File: src/core/tdrq_pkg.sv
// Constants and types for the transmit descriptor reference queue pointer bank
//
// Overview of operation
// Free end field: bits 17..2, plus base
// Ready start at 0x328: bits 17..2, plus base
// Ready write at 0x32C: bits 17..2, plus base
// Ready read at 0x330: bits 17..2, plus base
// Ready end at 0x334: bits 17..2, plus base
// Any write updates every register bit; status writes only clear the flags written as one
// All byte lanes off: no access
// Host spaces write/read pointer writes 4 clocks
// Host initialises all pointers before transmit use
// Host writes queue base dword aligned
// Fields reset zero; upper bits ignored
package tdrq_pkg;

  // Register byte offsets, low address bits decoded
  localparam int unsigned DEC_W = 12;
  localparam logic [11:0] OFS_FREE_END    = 12'h324;
  localparam logic [11:0] OFS_READY_START = 12'h328;
  localparam logic [11:0] OFS_READY_WRITE = 12'h32c;
  localparam logic [11:0] OFS_READY_READ  = 12'h330;
  localparam logic [11:0] OFS_READY_END   = 12'h334;
  localparam logic [11:0] OFS_STATUS      = 12'h338;

  // Pointer field layout
  localparam int unsigned FIELD_W   = 16;
  localparam int unsigned FIELD_LSB = 2;
  localparam int unsigned NUM_PTR   = 5;
  localparam logic [15:0] FIELD_RST = 16'h0000;

  // Status register bit positions
  localparam int unsigned ST_WR_SPACING = 0;
  localparam int unsigned ST_RD_SPACING = 1;
  localparam int unsigned ST_ALL_INIT   = 2;
  localparam logic [2:0]  STATUS_RST    = 3'h0;

  // Least spacing of pointer writes, in clock periods
  localparam logic [2:0] WR_SPACING = 3'h4;
  localparam logic [2:0] AGE_MAX    = 3'h7;

  // Byte lane enables all negated
  localparam logic [3:0] LANES_OFF = 4'hf;

  // Register selector, pointer entries index the pointer array
  typedef enum logic [2:0] {
    SEL_FREE_END    = 3'h0,
    SEL_READY_START = 3'h1,
    SEL_READY_WRITE = 3'h2,
    SEL_READY_READ  = 3'h3,
    SEL_READY_END   = 3'h4,
    SEL_STATUS      = 3'h5,
    SEL_NONE        = 3'h7
  } tdrq_sel_type;

endpackage

File: src/core/tdrq_addr_calc.sv
// Physical queue address from a pointer field and the queue base
`timescale 1ns/100ps
`default_nettype none
module tdrq_addr_calc #(
  parameter int unsigned FIELD_W = 16,
  parameter int unsigned ADDR_W  = 32
) (
  // Clock and reset
  input  wire logic                hclk,
  input  wire logic                hresetn,
  // Operands
  input  wire logic [FIELD_W-1:0]  field_i,
  input  wire logic [ADDR_W-1:0]   base_i,
  // Registered physical address
  output logic      [ADDR_W-1:0]   phys_q
);
  import tdrq_pkg::*;

  // Field widened and shifted to dword address bits
  logic [ADDR_W-1:0] offset;
  assign offset = ADDR_W'({field_i, 2'b00});

  // Sum registered, wraps modulo the address width
  always_ff @(posedge hclk or negedge hresetn)
  begin
    if (!hresetn)
    begin
      phys_q <= '0;
    end
    else
    begin
      phys_q <= base_i + offset;
    end
  end
endmodule
`default_nettype wire

File: src/core/tdrq_regs.sv
// AHB-Lite register bank for transmit descriptor reference queue pointers
`timescale 1ns/100ps
`default_nettype none
module tdrq_regs #(
  parameter int unsigned ADDR_W = 32
) (
  // Clock and reset
  input  wire logic              hclk,
  input  wire logic              hresetn,
  // AHB-Lite slave, address phase
  input  wire logic              hsel,
  input  wire logic [31:0]       haddr,
  input  wire logic [1:0]        htrans,
  input  wire logic              hwrite,
  input  wire logic [2:0]        hsize,
  input  wire logic              hready,
  // AHB-Lite slave, data phase
  input  wire logic [31:0]       hwdata,
  output logic      [31:0]       hrdata,
  output logic                   hreadyout,
  output logic                   hresp,
  // Byte lane enables, active low, with the address phase
  input  wire logic [3:0]        byte_lane_enables_n,
  // Queue base held elsewhere
  input  wire logic [ADDR_W-1:0] transmit_queue_base,
  // Physical queue addresses
  output logic      [ADDR_W-1:0] free_end_addr,
  output logic      [ADDR_W-1:0] ready_start_addr,
  output logic      [ADDR_W-1:0] ready_write_addr,
  output logic      [ADDR_W-1:0] ready_read_addr,
  output logic      [ADDR_W-1:0] ready_end_addr,
  // All pointers written since reset
  output logic                   pointers_initialised
);
  import tdrq_pkg::*;

  // Pointer fields, indexed by selector
  logic [FIELD_W-1:0] ptr_q [NUM_PTR];
  logic [FIELD_W-1:0] ptr_d [NUM_PTR];
  // Sticky status and written-since-reset marks
  logic [2:0]         status_q;
  logic [2:0]         status_d;
  logic [NUM_PTR-1:0] written_q;
  // Data phase bookkeeping
  logic               wr_pend_q;
  tdrq_sel_type       wr_sel_q;
  // Cycles since last write to ready write / read pointer
  logic [2:0]         age_wr_q;
  logic [2:0]         age_rd_q;
  // Read data and initialised flag flops
  logic [31:0]        hrdata_q;
  logic               init_q;

  // Address phase decode
  logic               addr_ok;
  logic               lanes_on;
  tdrq_sel_type       sel;
  logic               wr_take;
  logic               rd_take;

  assign addr_ok  = hsel && htrans[1] && hready;
  assign lanes_on = (byte_lane_enables_n != LANES_OFF);
  assign wr_take  = addr_ok && hwrite && lanes_on;
  assign rd_take  = addr_ok && !hwrite && lanes_on;

  // Offset to selector; unmapped offsets select nothing
  always_comb
  begin
    case (haddr[DEC_W-1:0])
      OFS_FREE_END:    sel = SEL_FREE_END;
      OFS_READY_START: sel = SEL_READY_START;
      OFS_READY_WRITE: sel = SEL_READY_WRITE;
      OFS_READY_READ:  sel = SEL_READY_READ;
      OFS_READY_END:   sel = SEL_READY_END;
      OFS_STATUS:      sel = SEL_STATUS;
      default:         sel = SEL_NONE;
    endcase
  end

  // Write strobe for a selector in the current data phase
  function automatic logic wr_hit(input logic pend, input tdrq_sel_type s, input tdrq_sel_type want);
    wr_hit = pend && (s == want);
  endfunction

  // Next pointer values; whole field taken whatever the size
  always_comb
  begin
    for (int i = 0; i < NUM_PTR; i++)
    begin
      ptr_d[i] = ptr_q[i];
      if (wr_pend_q && (wr_sel_q == tdrq_sel_type'(i[2:0])))
      begin
        ptr_d[i] = hwdata[FIELD_W-1:0];
      end
    end
  end

  // Next status: spacing faults set, one written clears, set wins
  always_comb
  begin
    status_d = status_q;
    if (wr_hit(wr_pend_q, wr_sel_q, SEL_STATUS))
    begin
      status_d[ST_WR_SPACING] = status_q[ST_WR_SPACING] & ~hwdata[ST_WR_SPACING];
      status_d[ST_RD_SPACING] = status_q[ST_RD_SPACING] & ~hwdata[ST_RD_SPACING];
    end
    // Too close a second write to the ready write pointer
    if (wr_hit(wr_pend_q, wr_sel_q, SEL_READY_WRITE) && (age_wr_q < WR_SPACING - 3'h1))
    begin
      status_d[ST_WR_SPACING] = 1'b1;
    end
    // Too close a second write to the ready read pointer
    if (wr_hit(wr_pend_q, wr_sel_q, SEL_READY_READ) && (age_rd_q < WR_SPACING - 3'h1))
    begin
      status_d[ST_RD_SPACING] = 1'b1;
    end
    status_d[ST_ALL_INIT] = &written_q;
  end

  // Pointer registers, zero after reset
  always_ff @(posedge hclk or negedge hresetn)
  begin
    if (!hresetn)
    begin
      for (int i = 0; i < NUM_PTR; i++)
      begin
        ptr_q[i] <= FIELD_RST;
      end
    end
    else
    begin
      for (int i = 0; i < NUM_PTR; i++)
      begin
        ptr_q[i] <= ptr_d[i];
      end
    end
  end

  // Marks of pointers written since reset
  always_ff @(posedge hclk or negedge hresetn)
  begin
    if (!hresetn)
    begin
      written_q <= '0;
    end
    else if (wr_pend_q && (wr_sel_q != SEL_STATUS) && (wr_sel_q != SEL_NONE))
    begin
      written_q[wr_sel_q] <= 1'b1;
    end
  end

  // Status register
  always_ff @(posedge hclk or negedge hresetn)
  begin
    if (!hresetn)
    begin
      status_q <= STATUS_RST;
    end
    else
    begin
      status_q <= status_d;
    end
  end

  // Spacing age counters, saturate at their top
  always_ff @(posedge hclk or negedge hresetn)
  begin
    if (!hresetn)
    begin
      age_wr_q <= AGE_MAX;
      age_rd_q <= AGE_MAX;
    end
    else
    begin
      // Restart on each write, else count up
      if (wr_hit(wr_pend_q, wr_sel_q, SEL_READY_WRITE))
        age_wr_q <= 3'h0;
      else if (age_wr_q != AGE_MAX)
        age_wr_q <= age_wr_q + 3'h1;
      if (wr_hit(wr_pend_q, wr_sel_q, SEL_READY_READ))
        age_rd_q <= 3'h0;
      else if (age_rd_q != AGE_MAX)
        age_rd_q <= age_rd_q + 3'h1;
    end
  end

  // Address phase capture of a write
  always_ff @(posedge hclk or negedge hresetn)
  begin
    if (!hresetn)
    begin
      wr_pend_q <= 1'b0;
      wr_sel_q  <= SEL_NONE;
    end
    else
    begin
      wr_pend_q <= wr_take && (sel != SEL_NONE);
      wr_sel_q  <= sel;
    end
  end

  // Read data, taken from next values so a write just before is seen
  always_ff @(posedge hclk or negedge hresetn)
  begin
    if (!hresetn)
    begin
      hrdata_q <= 32'h0000_0000;
    end
    else if (rd_take)
    begin
      case (sel)
        SEL_FREE_END,
        SEL_READY_START,
        SEL_READY_WRITE,
        SEL_READY_READ,
        SEL_READY_END: hrdata_q <= {16'h0000, ptr_d[sel]};
        SEL_STATUS:    hrdata_q <= {29'h0000_0000, status_d};
        default:       hrdata_q <= 32'h0000_0000;
      endcase
    end
    else
    begin
      // No read or lanes off: nothing is read
      hrdata_q <= 32'h0000_0000;
    end
  end

  // Initialised flag out of a flop
  always_ff @(posedge hclk or negedge hresetn)
  begin
    if (!hresetn)
    begin
      init_q <= 1'b0;
    end
    else
    begin
      init_q <= status_d[ST_ALL_INIT];
    end
  end

  // Zero wait states, always OKAY, both held in flops
  always_ff @(posedge hclk or negedge hresetn)
  begin
    if (!hresetn)
    begin
      hreadyout <= 1'b1;
      hresp     <= 1'b0;
    end
    else
    begin
      hreadyout <= 1'b1;
      hresp     <= 1'b0;
    end
  end

  assign hrdata               = hrdata_q;
  assign pointers_initialised = init_q;

  // One address unit per pointer
  tdrq_addr_calc #(.FIELD_W(FIELD_W), .ADDR_W(ADDR_W)) u_free_end (
    .hclk    (hclk),
    .hresetn (hresetn),
    .field_i (ptr_q[SEL_FREE_END]),
    .base_i  (transmit_queue_base),
    .phys_q  (free_end_addr)
  );
  tdrq_addr_calc #(.FIELD_W(FIELD_W), .ADDR_W(ADDR_W)) u_ready_start (
    .hclk    (hclk),
    .hresetn (hresetn),
    .field_i (ptr_q[SEL_READY_START]),
    .base_i  (transmit_queue_base),
    .phys_q  (ready_start_addr)
  );
  tdrq_addr_calc #(.FIELD_W(FIELD_W), .ADDR_W(ADDR_W)) u_ready_write (
    .hclk    (hclk),
    .hresetn (hresetn),
    .field_i (ptr_q[SEL_READY_WRITE]),
    .base_i  (transmit_queue_base),
    .phys_q  (ready_write_addr)
  );
  tdrq_addr_calc #(.FIELD_W(FIELD_W), .ADDR_W(ADDR_W)) u_ready_read (
    .hclk    (hclk),
    .hresetn (hresetn),
    .field_i (ptr_q[SEL_READY_READ]),
    .base_i  (transmit_queue_base),
    .phys_q  (ready_read_addr)
  );
  tdrq_addr_calc #(.FIELD_W(FIELD_W), .ADDR_W(ADDR_W)) u_ready_end (
    .hclk    (hclk),
    .hresetn (hresetn),
    .field_i (ptr_q[SEL_READY_END]),
    .base_i  (transmit_queue_base),
    .phys_q  (ready_end_addr)
  );

  // Whole pointer view: no write, no change
  logic [FIELD_W*NUM_PTR-1:0] all_ptr;
  assign all_ptr = {ptr_q[0], ptr_q[1], ptr_q[2], ptr_q[3], ptr_q[4]};
endmodule
`default_nettype wire

File: config.mk
export PLATFORM = sky130hd
export DESIGN_NAME = tdrq_regs
export DESIGN_NICKNAME = d
export VERILOG_FILES = /design/src/core/tdrq_pkg.sv /design/src/core/tdrq_addr_calc.sv /design/src/core/tdrq_regs.sv
export SDC_FILE = /design/constraint.sdc
export NUM_CORES = 1
export LEC_CHECK = 0
export ABC_AREA = 0
export BUFFER_PORTS_ARGS = -buffer_cell sky130_fd_sc_hd__buf_2
export CAP_MARGIN = 20
export CORE_MARGIN = 1
export CORE_UTILIZATION = 50
export CTS_CLUSTER_DIAMETER = 60
export DETAILED_ROUTE_END_ITERATION = 10
export GPL_TIMING_DRIVEN = 1
export PLACE_DENSITY = 0.77
export SYNTH_ARGS = -nofsm -noshare
export SYNTH_HDL_FRONTEND = slang
export SYNTH_HIERARCHICAL = 1
export SYNTH_SLANG_ARGS = --single-unit
File: constraint.sdc
create_clock -name hclk -period 2.4 [get_ports hclk]
set_clock_uncertainty 0.05 [all_clocks]
set_input_delay 0.48 -clock hclk [delete_from_list [all_inputs] [get_ports hclk]]
set_output_delay 0.48 -clock hclk [all_outputs]
set_load 0.05 [all_outputs]
==> results.md, run 1 <==
* Arrival @ worst endpoint at between 2000 and 3000 ps
* Power share of the combinational group at 0.181
* Register area share after synthesis at 0.4683
* Vias per cell at between 5 and 6
* P&R area growth vs syn at 34.53%
* Total Nets Final at 1966
* Switch share at 0.3001
* Setup-failing EPs final at 1
* Crit path required time at 2820 ps
* Total clock sinks at 274
* Max-slew headroom at 0.5008
* Combinational family with the most area after synthesis: compound AO/OA/AOI/OAI gates
* HP Class: in2reg
* Routed wire length at approximately 42000 um
* Max_cap viols at 0
* PortBufs at ~250
* Number of core rows at 62
* Initial antenna violation count at 3
* Maximum clock path buffer count at 3
* DRT iter0 DRCs at approximately 810
* Post-route design area at approximately 20000 um2
* Fin crit period at about 2500 ps
* Root buf cell: clkbuf_16
* Static leakage power at around 0.0096 uW
* Max incr delay on CP at between 400 and 500 ps
* RePlAce Congestion at a little over 0.9
* NetSw at 3496 uW
* CTS buffer count at 31
* Die W at about 170 um
* Clock Pin Slew Worst Setup and Hold Paths at around 60 ps
* Largest net degree at the start of global routing at 70
* Critical path class: reg2reg
* Pwr Density at just under 600 nW/um2
* Hpwl dp at between 30000 and 40000 um
* Post-DP Area at around 18000 um2
* TritonCTS clock tree: built
* CP delay by family, top: compound AO/OA/AOI/OAI gates
* Post-synth cell types at between 70 and 80
* H-tree depth at 1
* Synth cell count leaders: dfrtp_1, a21oi_1, ha_1
* RSZ-0062 raised after global routing: true
* Leading area contributor after synthesis: dfrtp_1
* Share of flip-flops with an asynchronous set or reset at 1.000
* Post-synthesis adder-cell area fraction at 0.07850
* Gr usage total at 0.2717
* Setup crit end kind: flip-flop
* Top-Level Pins at 305
* Multiplexer area fraction after synthesis at 0.08464
* Die area at around 30000 um2
* Max Clock Freq at 405.6 MHz
* Synth Flop Type: dfrtp_1
* Layout cells sized above 1 at 0.4119
* Synth area leaders: dfrtp_1, ha_1, mux2_2, xnor2_1, xor2_1
* Status: finished, violations left
* Top-count cell post-synth: dfrtp_1
* Later-pin clock latency in the skew report at approximately 560 ps
* TritonRoute pass-1 iters at 5
* Worst path cell trace: ha_1 > nor2b_2 > o31a_1 > o2111a_2 > buf_4 > nor3_4 > o221ai_2 > a21oi_2 > xnor2_1
* Compound-cell area share of the yosys netlist at 0.1334
* Overflow left after global routing at 0
* Area share of the largest cell type after synthesis at 0.4522
* Placeable Area at 28780 um2
* CP Launch Type: flip-flop
* Simple logic cell fraction of the synthesized area at 0.1195
* Post-Syn Instances at 1291
* Syn_area_per_cell at approximately 11 um2
* WL per Instance at around 19 um
* Final Max Slew Viols at 0
* Die Height at ~170 um
* Synth Register Bits at roughly 270
* Starting Density at 0.5095
* Synth Area in XOR/XNOR at 0.08481
* Final worst slack at -65.28 ps
* Vias in the first global route at ~12k
* Number of enable flip-flop cells after synthesis at 0
* Worst-margin pin slew at approximately 740 ps
* Hold Vio Cnt, Final at 0
* Int Power at around 8000 uW
* Failing checks: setup timing
* Via count at between 10k and 15k
* CP max-delay cell: dfrtp_1
* VDD IR max at about 550 uV
* Hold WS at approximately 27 ps
* ANT nets after route at 0
* Final period util at 1.027
* First-pass GRT wire length at between 60000 and 70000 um
* DRC viols at 0
* Synth Warn # at 6
* Seq pwr share at 0.425
* Clock power share at 0.393
* CP Max Fanout at 2
* CP Buf/Inv Count at 1
* Synthesized area at 14660 um2
state kept, by name, indices dropped and copies added, names as in the netlist, 5 cells and up:
signal	count
u_ready_read/phys_q	32
written_q	5
all_ptr	80
u_ready_end/phys_q	32
hrdata	16
u_ready_start/phys_q	32
u_ready_write/phys_q	32
u_free_end/phys_q	32
worst paths after layout:
path	from	endpoint	cells after the start	slack (ps)
setup / recovery	all_ptr[66]	u_free_end/phys_q[16]	9	-70
hold / removal	transmit_queue_base[0]	u_free_end/phys_q[0]	1	30
setup reg to reg	all_ptr[66]	u_free_end/phys_q[16]	9	-70
hold reg to reg	written_q[3]	written_q[3]	1	420
max in group asynchronous	hresetn	wr_sel_q[1]	3	1130
min in group asynchronous	hresetn	u_ready_read/phys_q[5]	2	440
cells in the final DEF (no fill, tap or decap), types with 12 or more instances in the layout:
cell type and n:
a31oi_1 14, buf_2 245, nor2_1 64, mux2_2 67, nand2_1 82, o21a_1 14, mux2_1 12, a21o_1 25
o21bai_1 16, nor2_2 12, buf_12 17, inv_1 45, nand2b_1 14, nand3_1 26, nand4_1 13, xor2_1 65
and3_1 24, buf_4 200, xnor2_1 73, ha_1 71, mux2i_1 34, dfrtp_1 265, nor2b_1 14, a2111oi_4 12
clkbuf_16 31, o21ai_0 14, a21oi_1 79, conb_1 18
repair_timing:
| action | 4_1_cts | 5_1_grt |
|---|---|---|
| setup buffers | 9 | 15 |
| pin swaps | 18 | 40 |
| hold buffers | 1 | 0 |
| endpoints found under the hold margin | 62 | 0 |
| gates resized for setup | 52 | 55 |
| endpoints found under the setup margin | 62 | 68 |
power groups by stage:
stage	sequential, uW	clock (uW)	combinational [uW]
after global routing	4980	4840	2240
after floorplan	5690	0	630
after detailed placement	5040	0	2040
final	4960	4580	2110
after CTS	4960	4650	2080
after global placement	5030	0	2000
area by class of cell:
type	count	area, um2
tap	384	480.5
antenna	3	7.507
clock buffer	39	825.8
clock inverter	14	158.9
multi-input combinational	945	8073
fill	2034	9052
sequential	274	6868
timing repair buffer	468	3138
inverter	47	176.4
logic make-up after synthesis:
| group | after synthesis |
|---|---|
| other cells | 2 |
| flops | 274 |
| buf+inv | 88 |
| simple gates | 327 |
| mux | 114 |
| compound gates | 255 |
| fa+ha+maj | 89 |
| xor+xnor | 142 |
layer usage:
layer,share of wire,vias up,routed length [um],global-route usage
met5,0,-,0,0
met4,0.036,0,1542,0.1169
met3,0.055,98,2305,0.03882
met2,0.49,463,20740,0.4612
met1,0.42,5922,17660,0.3476
li1,-,5506,-,-
stage by stage:
step	setup WS (ps)	util	total power (uW)	TNS [ps]	cells
final	-65.28	0.6855	11650	-65.28	2174
after global routing	-115.1	0.6855	12060	-1011	2174
after CTS	-57.65	0.6722	11680	-245.9	2160
after detailed placement	-566.7	0.6259	7080	-31710	2102
after global placement	-418.5	0.6259	7029	-26790	2102
after floorplan	-167.5	-	6321	-1401	1307
Power figures use the tool's default switching activity.
==> run 2, diff against run 1 <==
- ABC_AREA: 0 -> 1
- PLACE_DENSITY: 0.77 -> 0.75
==> results.md, run 2 <==
* Overall power at 12550 uW (+7.7%)
* Fin crit period at 2175 ps (-290.2 ps)
* CTS buffer count at 31 (unchanged)
* Status: completed
* Max-slew headroom at 0.5536 (+0.05279)
* Starting Density at 0.5070 (-0.002513)
* Overflow left after global routing at 0 (unchanged)
* Final Max Slew Viols at 0 (unchanged)
* RePlAce Congestion at 0.9755 (+5.2%)
* R2r worst-path depth at 11 (+2)
* Setup crit end kind: flip-flop
* Later-pin clock latency in the skew report at 590 ps (+30 ps)
* R2R Path Start: all_ptr[16]
* Synth Register Bits at 274 (unchanged)
* Final worst slack at 225.0 ps (+290.2 ps)
* Hold path depth at 1 (unchanged)
* Post-synth cell types at 45 (-37%)
* Via count at 17.13k (+43%)
* Crit path required time at 2810 ps (about the same)
* Top-Level Pins at 305 (unchanged)
* H-tree depth at 1 (unchanged)
* DRC viols at 0 (unchanged)
* Stages on worst setup path at 11 (+2)
* Synthesized area at 17470 um2 (+19%)
* CP Launch Type: flip-flop
* CP delay by family, top: simple AND/OR/NAND/NOR gates
* CP max-delay cell: fa_1
* WL per Instance at 17.26 um (-11%)
* Filler cell count at 3293 (+62%)
* Critical path class: reg2reg
* Max incr delay on CP at 410 ps (-30 ps)
* Initial antenna violation count at 1 (-2)
* Simple logic cell fraction of the synthesized area at 0.3448 (+0.2253)
* Layout cells sized above 1 at 0.1376 (-0.2742)
* Synth cell count leaders: nand2_1, inv_1, dfrtp_1
* CP Max Fanout at 3 (+1)
* Total clock sinks at 274 (unchanged)
* Die area at 35690 um2 (+19%)
* First-pass GRT wire length at 87030 um (+37%)
* VDD IR max at 622.5 uV (+13%)
* Hpwl dp at 43670 um (+42%)
* Synth Flop Type: dfrtp_1
* Internal reg-to-reg setup slack at 220 ps (+290 ps)
* Synth Area in XOR/XNOR at 0.03610 (-0.04872)
* Hold Vio Cnt, Final at 0 (unchanged)
* Post-Syn Instances at 2524 (+96%)
* Multiplexer area fraction after synthesis at 0 (-0.08464)
* Final period util at 0.9063 (-0.1209)
* Static leakage power at 0.01189 uW (+24%)
* Synth Warn # at 6 (unchanged)
* CP Buf/Inv Count at 2 (+1)
* TritonCTS clock tree: built
* Setup Fix Bufs, Post-CTS at 0 (-9)
* Gr usage total at 0.3179 (+0.04617)
* P&R area growth vs syn at 17.69%
* Arrival @ worst endpoint at 2580 ps (-310 ps)
* Post-Place Setup Slack at -10.29 ps (+556.4 ps)
* Largest net degree at the start of global routing at 57 (-19%)
* Total Nets Final at 3017 (+53%)
* TritonRoute pass-1 iters at 6 (+1)
* Register area share after synthesis at 0.3931 (-0.07523)
* Post-synthesis adder-cell area fraction at 0.06589 (-0.01261)
* Most common cell after layout, fill and taps aside: nand2_1
* Max reg flops at 80 (unchanged)
* HP Start: transmit_queue_base[1]
* CTS resizes at 0 (-100%)
* Hold WS at 46.78 ps (+19.96 ps)
* Setup-failing EPs final at 0 (-1)
* Placeable Area at 34460 um2 (+20%)
* Vias in the first global route at 16.02k (+33%)
* PortBufs at 246 (unchanged)
* DRT iter0 DRCs at 1651 (+100%)
* FF-to-FF End: u_ready_read/phys_q[22]
* Most frequent cells in the layout: nand2_1, inv_1, dfrtp_1, buf_2, nand3_1
* Setup TNS at 0 ps (+65.28 ps)
* Root buf cell: clkbuf_16
* Share of flip-flops with an asynchronous set or reset at 1.000 (unchanged)
* Max Clock Freq at 459.8 MHz (+13%)
* ANT nets after route at 0 (unchanged)
* WHS Endpoint: u_ready_start/phys_q[1]
* Clock Pin Slew Worst Setup and Hold Paths at 60 ps (about the same)
* Compound-cell area share of the yosys netlist at 0.05443 (-0.07893)
* Worst path cell trace: ha_1 > inv_1 > fa_1 > inv_1 > nand3_1 > nand3_1 > nand3_1 > nand3_1 > nand2_1 > nand3_1 > nand2_1
* Area share of the largest cell type after synthesis at 0.3796 (-0.07264)
* Routed wire length at 56920 um (+35%)
* Die Height at 188.9 um (+9.0%)
* Combinational family with the most area after synthesis: simple AND/OR/NAND/NOR gates
* Vias per cell at 5.197 (-5.8%)
* Top-count cell post-synth: nand2_1
* Leading area contributor after synthesis: dfrtp_1
* Number of enable flip-flop cells after synthesis at 0 (unchanged)
* Max_cap viols at 0 (unchanged)
* Number of core rows at 68 (+9.7%)
* HP Class: in2reg
* Die W at 188.9 um (+9.0%)
* Syn_area_per_cell at 6.922 um2 (-39%)
* Maximum clock path buffer count at 3 (unchanged)
* Synth area leaders: dfrtp_1, nand2_1, inv_1, ha_1, nand3_1
* Pwr Density at 610.3 nW/um2 (+3.4%)
* Hold buffers post-CTS at 2 (+1)
* RSZ-0062 raised after global routing: false
* Worst-margin pin slew at 667.9 ps (-72.98 ps)
* Top cell by count, worst path: nand3_1
## run 2: cell types whose count changed in the layout (fill, tap and decap cells not counted), moves of 20 or more
cell	delta
buf_4	-172
nor2_1	+120
nand2_1	+869
inv_1	+375
nand3_1	+172
xnor2_1	-63
a21o_1	-24
nor3_1	+24
and3_1	-20
mux2i_1	-34
mux2_2	-67
o21ai_0	+76
## run 2: area by class of cell
cell class	count	area, um2	share of cell area
multi-input cells	1802	8823	0.4291
diodes	1	2.502	0.0001217
well taps	455	569.3	0.02769
flip-flops and latches	274	6868	0.3340
inverters	422	1584	0.07704
clock buffers	43	840.8	0.04089
clock inverters	13	181.4	0.008824
repair buffers	287	1692	0.08227
## run 2: metal layers
layer,global-route usage,part of all wire
met1,0.4466,0.43
met2,0.4936,0.44
met3,0.05227,0.093
met4,0.1169,0.032
met5,0,0.00023
## run 2: worst max path at each step
| stage | start | slack (ps) | endpoint |
|---|---|---|---|
| after detailed placement | transmit_queue_base[2] | -10 | u_ready_read/phys_q[22] |
| after floorplan | transmit_queue_base[2] | 530 | u_free_end/phys_q[18] |
| after CTS | wr_sel_q[1] | 280 | hrdata[3] |
| after global routing | wr_sel_q[1] | 90 | hrdata[11] |
| after global placement | transmit_queue_base[2] | 50 | u_ready_read/phys_q[30] |
| final | all_ptr[16] | 220 | u_ready_read/phys_q[22] |
## run 2: through the flow
stage                     utilization  instance area (um2)  instances
after floorplan                     -                17530       2540
after global placement         0.5664                19520       3238
after detailed placement       0.5664                19520       3238
after CTS                      0.5966                20560       3296
after global routing           0.5966                20560       3296
final                          0.5967                20560       3297
## run 2: cell families after synthesis
family / Yosys count
simple gates: 1447
buf+inv: 464
flops: 274
compound gates: 176
fa+ha+maj: 89
xor+xnor: 72
other cells: 2
## run 2: power by group
part           leakage [uW]  internal, uW  switching, uW
clock              0.000498          2790           1990
combinational       0.00831           665           2120
sequential          0.00308          4900           85.9
==> run 3, diff against run 2 <==
- CORE_ASPECT_RATIO: not set -> 1.25
- PLACE_DENSITY: 0.75 -> 0.77
- SYNTH_HIERARCHICAL: 1 -> not set
==> results.md, run 3 <==
* Status: completed
* Vias in the first global route at 13.70k (-14%)
* Max Clock Freq at 440.9 MHz (-4.1%)
* Overflow left after global routing at 0 (unchanged)
* Max reg flops at 80 (unchanged)
* Via count at 13.87k (-19%)
* Synthesized area at 14640 um2 (-16%)
* Leading area contributor after synthesis: dfrtp_1
* Number of core rows at 69 (+1.5%)
* Setup crit end kind: flip-flop
* Post-route design area at 18570 um2 (-9.7%)
* TritonCTS clock tree: built
* Max-slew headroom at 0.6271 (+0.07346)
* Gr usage total at 0.3119 (-0.005962)
* Clock Pin Slew Worst Setup and Hold Paths at 70 ps (about the same)
* Synth Register Bits at 266 (-2.9%)
* DRC viols at 0 (unchanged)
* Max_cap viols at 0 (unchanged)
* TritonRoute pass-1 iters at 7 (+1)
* Area share of the largest cell type after synthesis at 0.4394 (+0.05985)
* Vias per cell at 5.337 (+2.7%)
* Static leakage power at 0.009448 uW (-21%)
* Routed wire length at 46440 um (-18%)
* Syn_area_per_cell at 8.292 um2 (+20%)
* Most common cell after layout, fill and taps aside: nand2_1
* Hold WS at 91.93 ps (+45.15 ps)
* Top-count cell post-synth: nand2_1
* Multi-input gate area in the final layout at 7148 um2 (-19%)
* Final period util at 0.9450 (+0.03874)
* Top-Level Pins at 305 (unchanged)
* Die area at 29960 um2 (-16%)
* Layout cells sized above 1 at 0.2391 (+0.1015)
* Final Max Slew Viols at 0 (unchanged)
* Setup-failing EPs final at 0 (unchanged)
* Pwr Density at 658.3 nW/um2 (+7.9%)
* Synth area leaders: dfrtp_1, nand2_1, ha_1, o21ai_0, xor2_1
* Hpwl dp at 36920 um (-15%)
* Post-DP Area at 17570 um2 (-10%)
* Total clock sinks at 266 (-2.9%)
* ANT nets after route at 0 (unchanged)
* Later-pin clock latency in the skew report at 570 ps (-20 ps)
* VDD IR max at 810.5 uV (+30%)
* Root buf cell: clkbuf_16
* Initial antenna violation count at 1 (unchanged)
* Maximum clock path buffer count at 3 (unchanged)
* Synth Warn # at 0 (-6)
* Register area share after synthesis at 0.4556 (+0.06248)
* Post-Syn Instances at 1765 (-30%)
* HP Class: in2reg
* PortBufs at 246 (unchanged)
* H-tree depth at 1 (unchanged)
* RePlAce Congestion at 0.9601 (-1.6%)
* Most frequent cells in the layout: nand2_1, dfrtp_1, buf_2, buf_4, o21ai_0
* Critical path class: reg2reg
* Crit path required time at 2800 ps (about the same)
* Arrival @ worst endpoint at 2670 ps (+90 ps)
* # diodes at 0 (-1)
* Total Nets Final at 2386 (-21%)
* P&R area growth vs syn at 26.90%
* Placed insts at 2544 (-21%)
* Placeable Area at 28580 um2 (-17%)
* DRT iter0 DRCs at 811 (-51%)
* Starting Density at 0.5122 (+0.005142)
* Overall power at 12230 uW (-2.6%)
* CP Max Fanout at 4 (+1)
* WL per Instance at 17.88 um (+3.6%)
* Die W at 155.0 um (-18%)
* CTS buffer count at 28 (-9.7%)
* Area taken by flip-flops and latches at 6668 um2 (-2.9%)
* Synth Flop Type: dfrtp_1
* Fin crit period at 2268 ps (+92.97 ps)
* Setup TNS at 0 ps (unchanged)
* Largest net degree at the start of global routing at 58 (+1.8%)
* Post-Layout Cell Count at 2598 (-21%)
* Filler cell count at 2412 (-27%)
* Worst-margin pin slew at 558.0 ps (-109.9 ps)
* CP Launch Type: flip-flop
* Number of enable flip-flop cells after synthesis at 0 (unchanged)
* Share of flip-flops with an asynchronous set or reset at 1.000 (unchanged)
* First-pass GRT wire length at 71800 um (-17%)
* Synth cell count leaders: nand2_1, dfrtp_1, o21ai_0
* Die Height at 193.3 um (+2.3%)
* Hold Vio Cnt, Final at 0 (unchanged)
* Post-synth cell types at 48 (+6.7%)
## run 3: cell types whose count changed after synthesis, sizes merged, moves of 9 or more
cell | previous run | this run
inv | 422 | 139
nor2 | 197 | 144
or2 | 17 | 5
o21ai | 100 | 162
a21oi | 64 | 115
clkbuf | 15 | 26
xnor2 | 10 | 20
a21o | 1 | 10
buf | 27 | 38
nor3 | 30 | 41
xor2 | 62 | 79
and2 | 10 | 0
nand3 | 198 | 95
nand2 | 961 | 470
## run 3: area by class of cell
class,count,share of cell area
clock buffer,36,0.04157
clock inverter,15,0.009769
inverter,139,0.02809
multi-input combinational,1312,0.3849
sequential,266,0.3590
tap,390,0.02627
timing repair buffer,440,0.1504
## run 3: metrics by stage
stage | util | worst slack (ps)
finish | 0.6499 | 132.0
global route | 0.6499 | -8.785
CTS | 0.6493 | 35.26
detailed placement | 0.6149 | -227.0
global placement | 0.6149 | -186.4
floorplan | - | 72.13
## run 3: path summary, 6_finish.rpt
check,cells after the start,to,slack (ps),from
worst min-delay path,3,wr_pend_q,90,hwrite
worst max-delay path,10,u_ready_start.phys_q[23],130,all_ptr[50]
min in group asynchronous,2,u_ready_read.phys_q[30],400,hresetn
worst min register to register,2,written_q[0],420,written_q[0]
worst max register to register,10,u_ready_start.phys_q[23],130,all_ptr[50]
max in group asynchronous,3,u_ready_read.phys_q[28],1120,hresetn
## run 3: report_power, final
group / switching, uW / leakage [uW] / total, uW / internal, uW
Combinational: 2040 / 0.00605 / 2840 / 802
Sequential: 94.5 / 0.00293 / 4870 / 4780
Clock: 1890 / 0.000461 / 4510 / 2620
## run 3: what timing repair did
action | 4_1_cts | 5_1_grt
endpoints found under the setup margin | 0 | 27
setup buffers | 0 | 0
endpoints found under the hold margin | 48 | 0
hold buffers | 3 | 0
resized for setup | 0 | 11
## run 3: logic make-up after synthesis
group,synth area share
compound gates,0.1133
xor+xnor,0.05925
fa+ha+maj,0.07865
buf+inv,0.06130
flops,0.4556
other cells,0.0005131
simple gates,0.2314
## run 3: per-layer routing
layer | part of all wire | track usage | vias to the layer above
met5 | 0.00024 | 0 | -
met2 | 0.49 | 0.5390 | 616
li1 | - | - | 6644
met4 | 0.074 | 0.2186 | 2
met1 | 0.38 | 0.3578 | 6428
met3 | 0.056 | 0.03674 | 175
## run 3: worst max-delay path, cell delays in order, from the launching register on
cell	delay [ps]
dfrtp_1	380
ha_1	330
a21oi_1	170
o21ai_0	90
nor2_1	260
o21ai_0	180
buf_4	180
a21oi_1	300
nor2_1	80
nand2_1	70
nand2_1	60
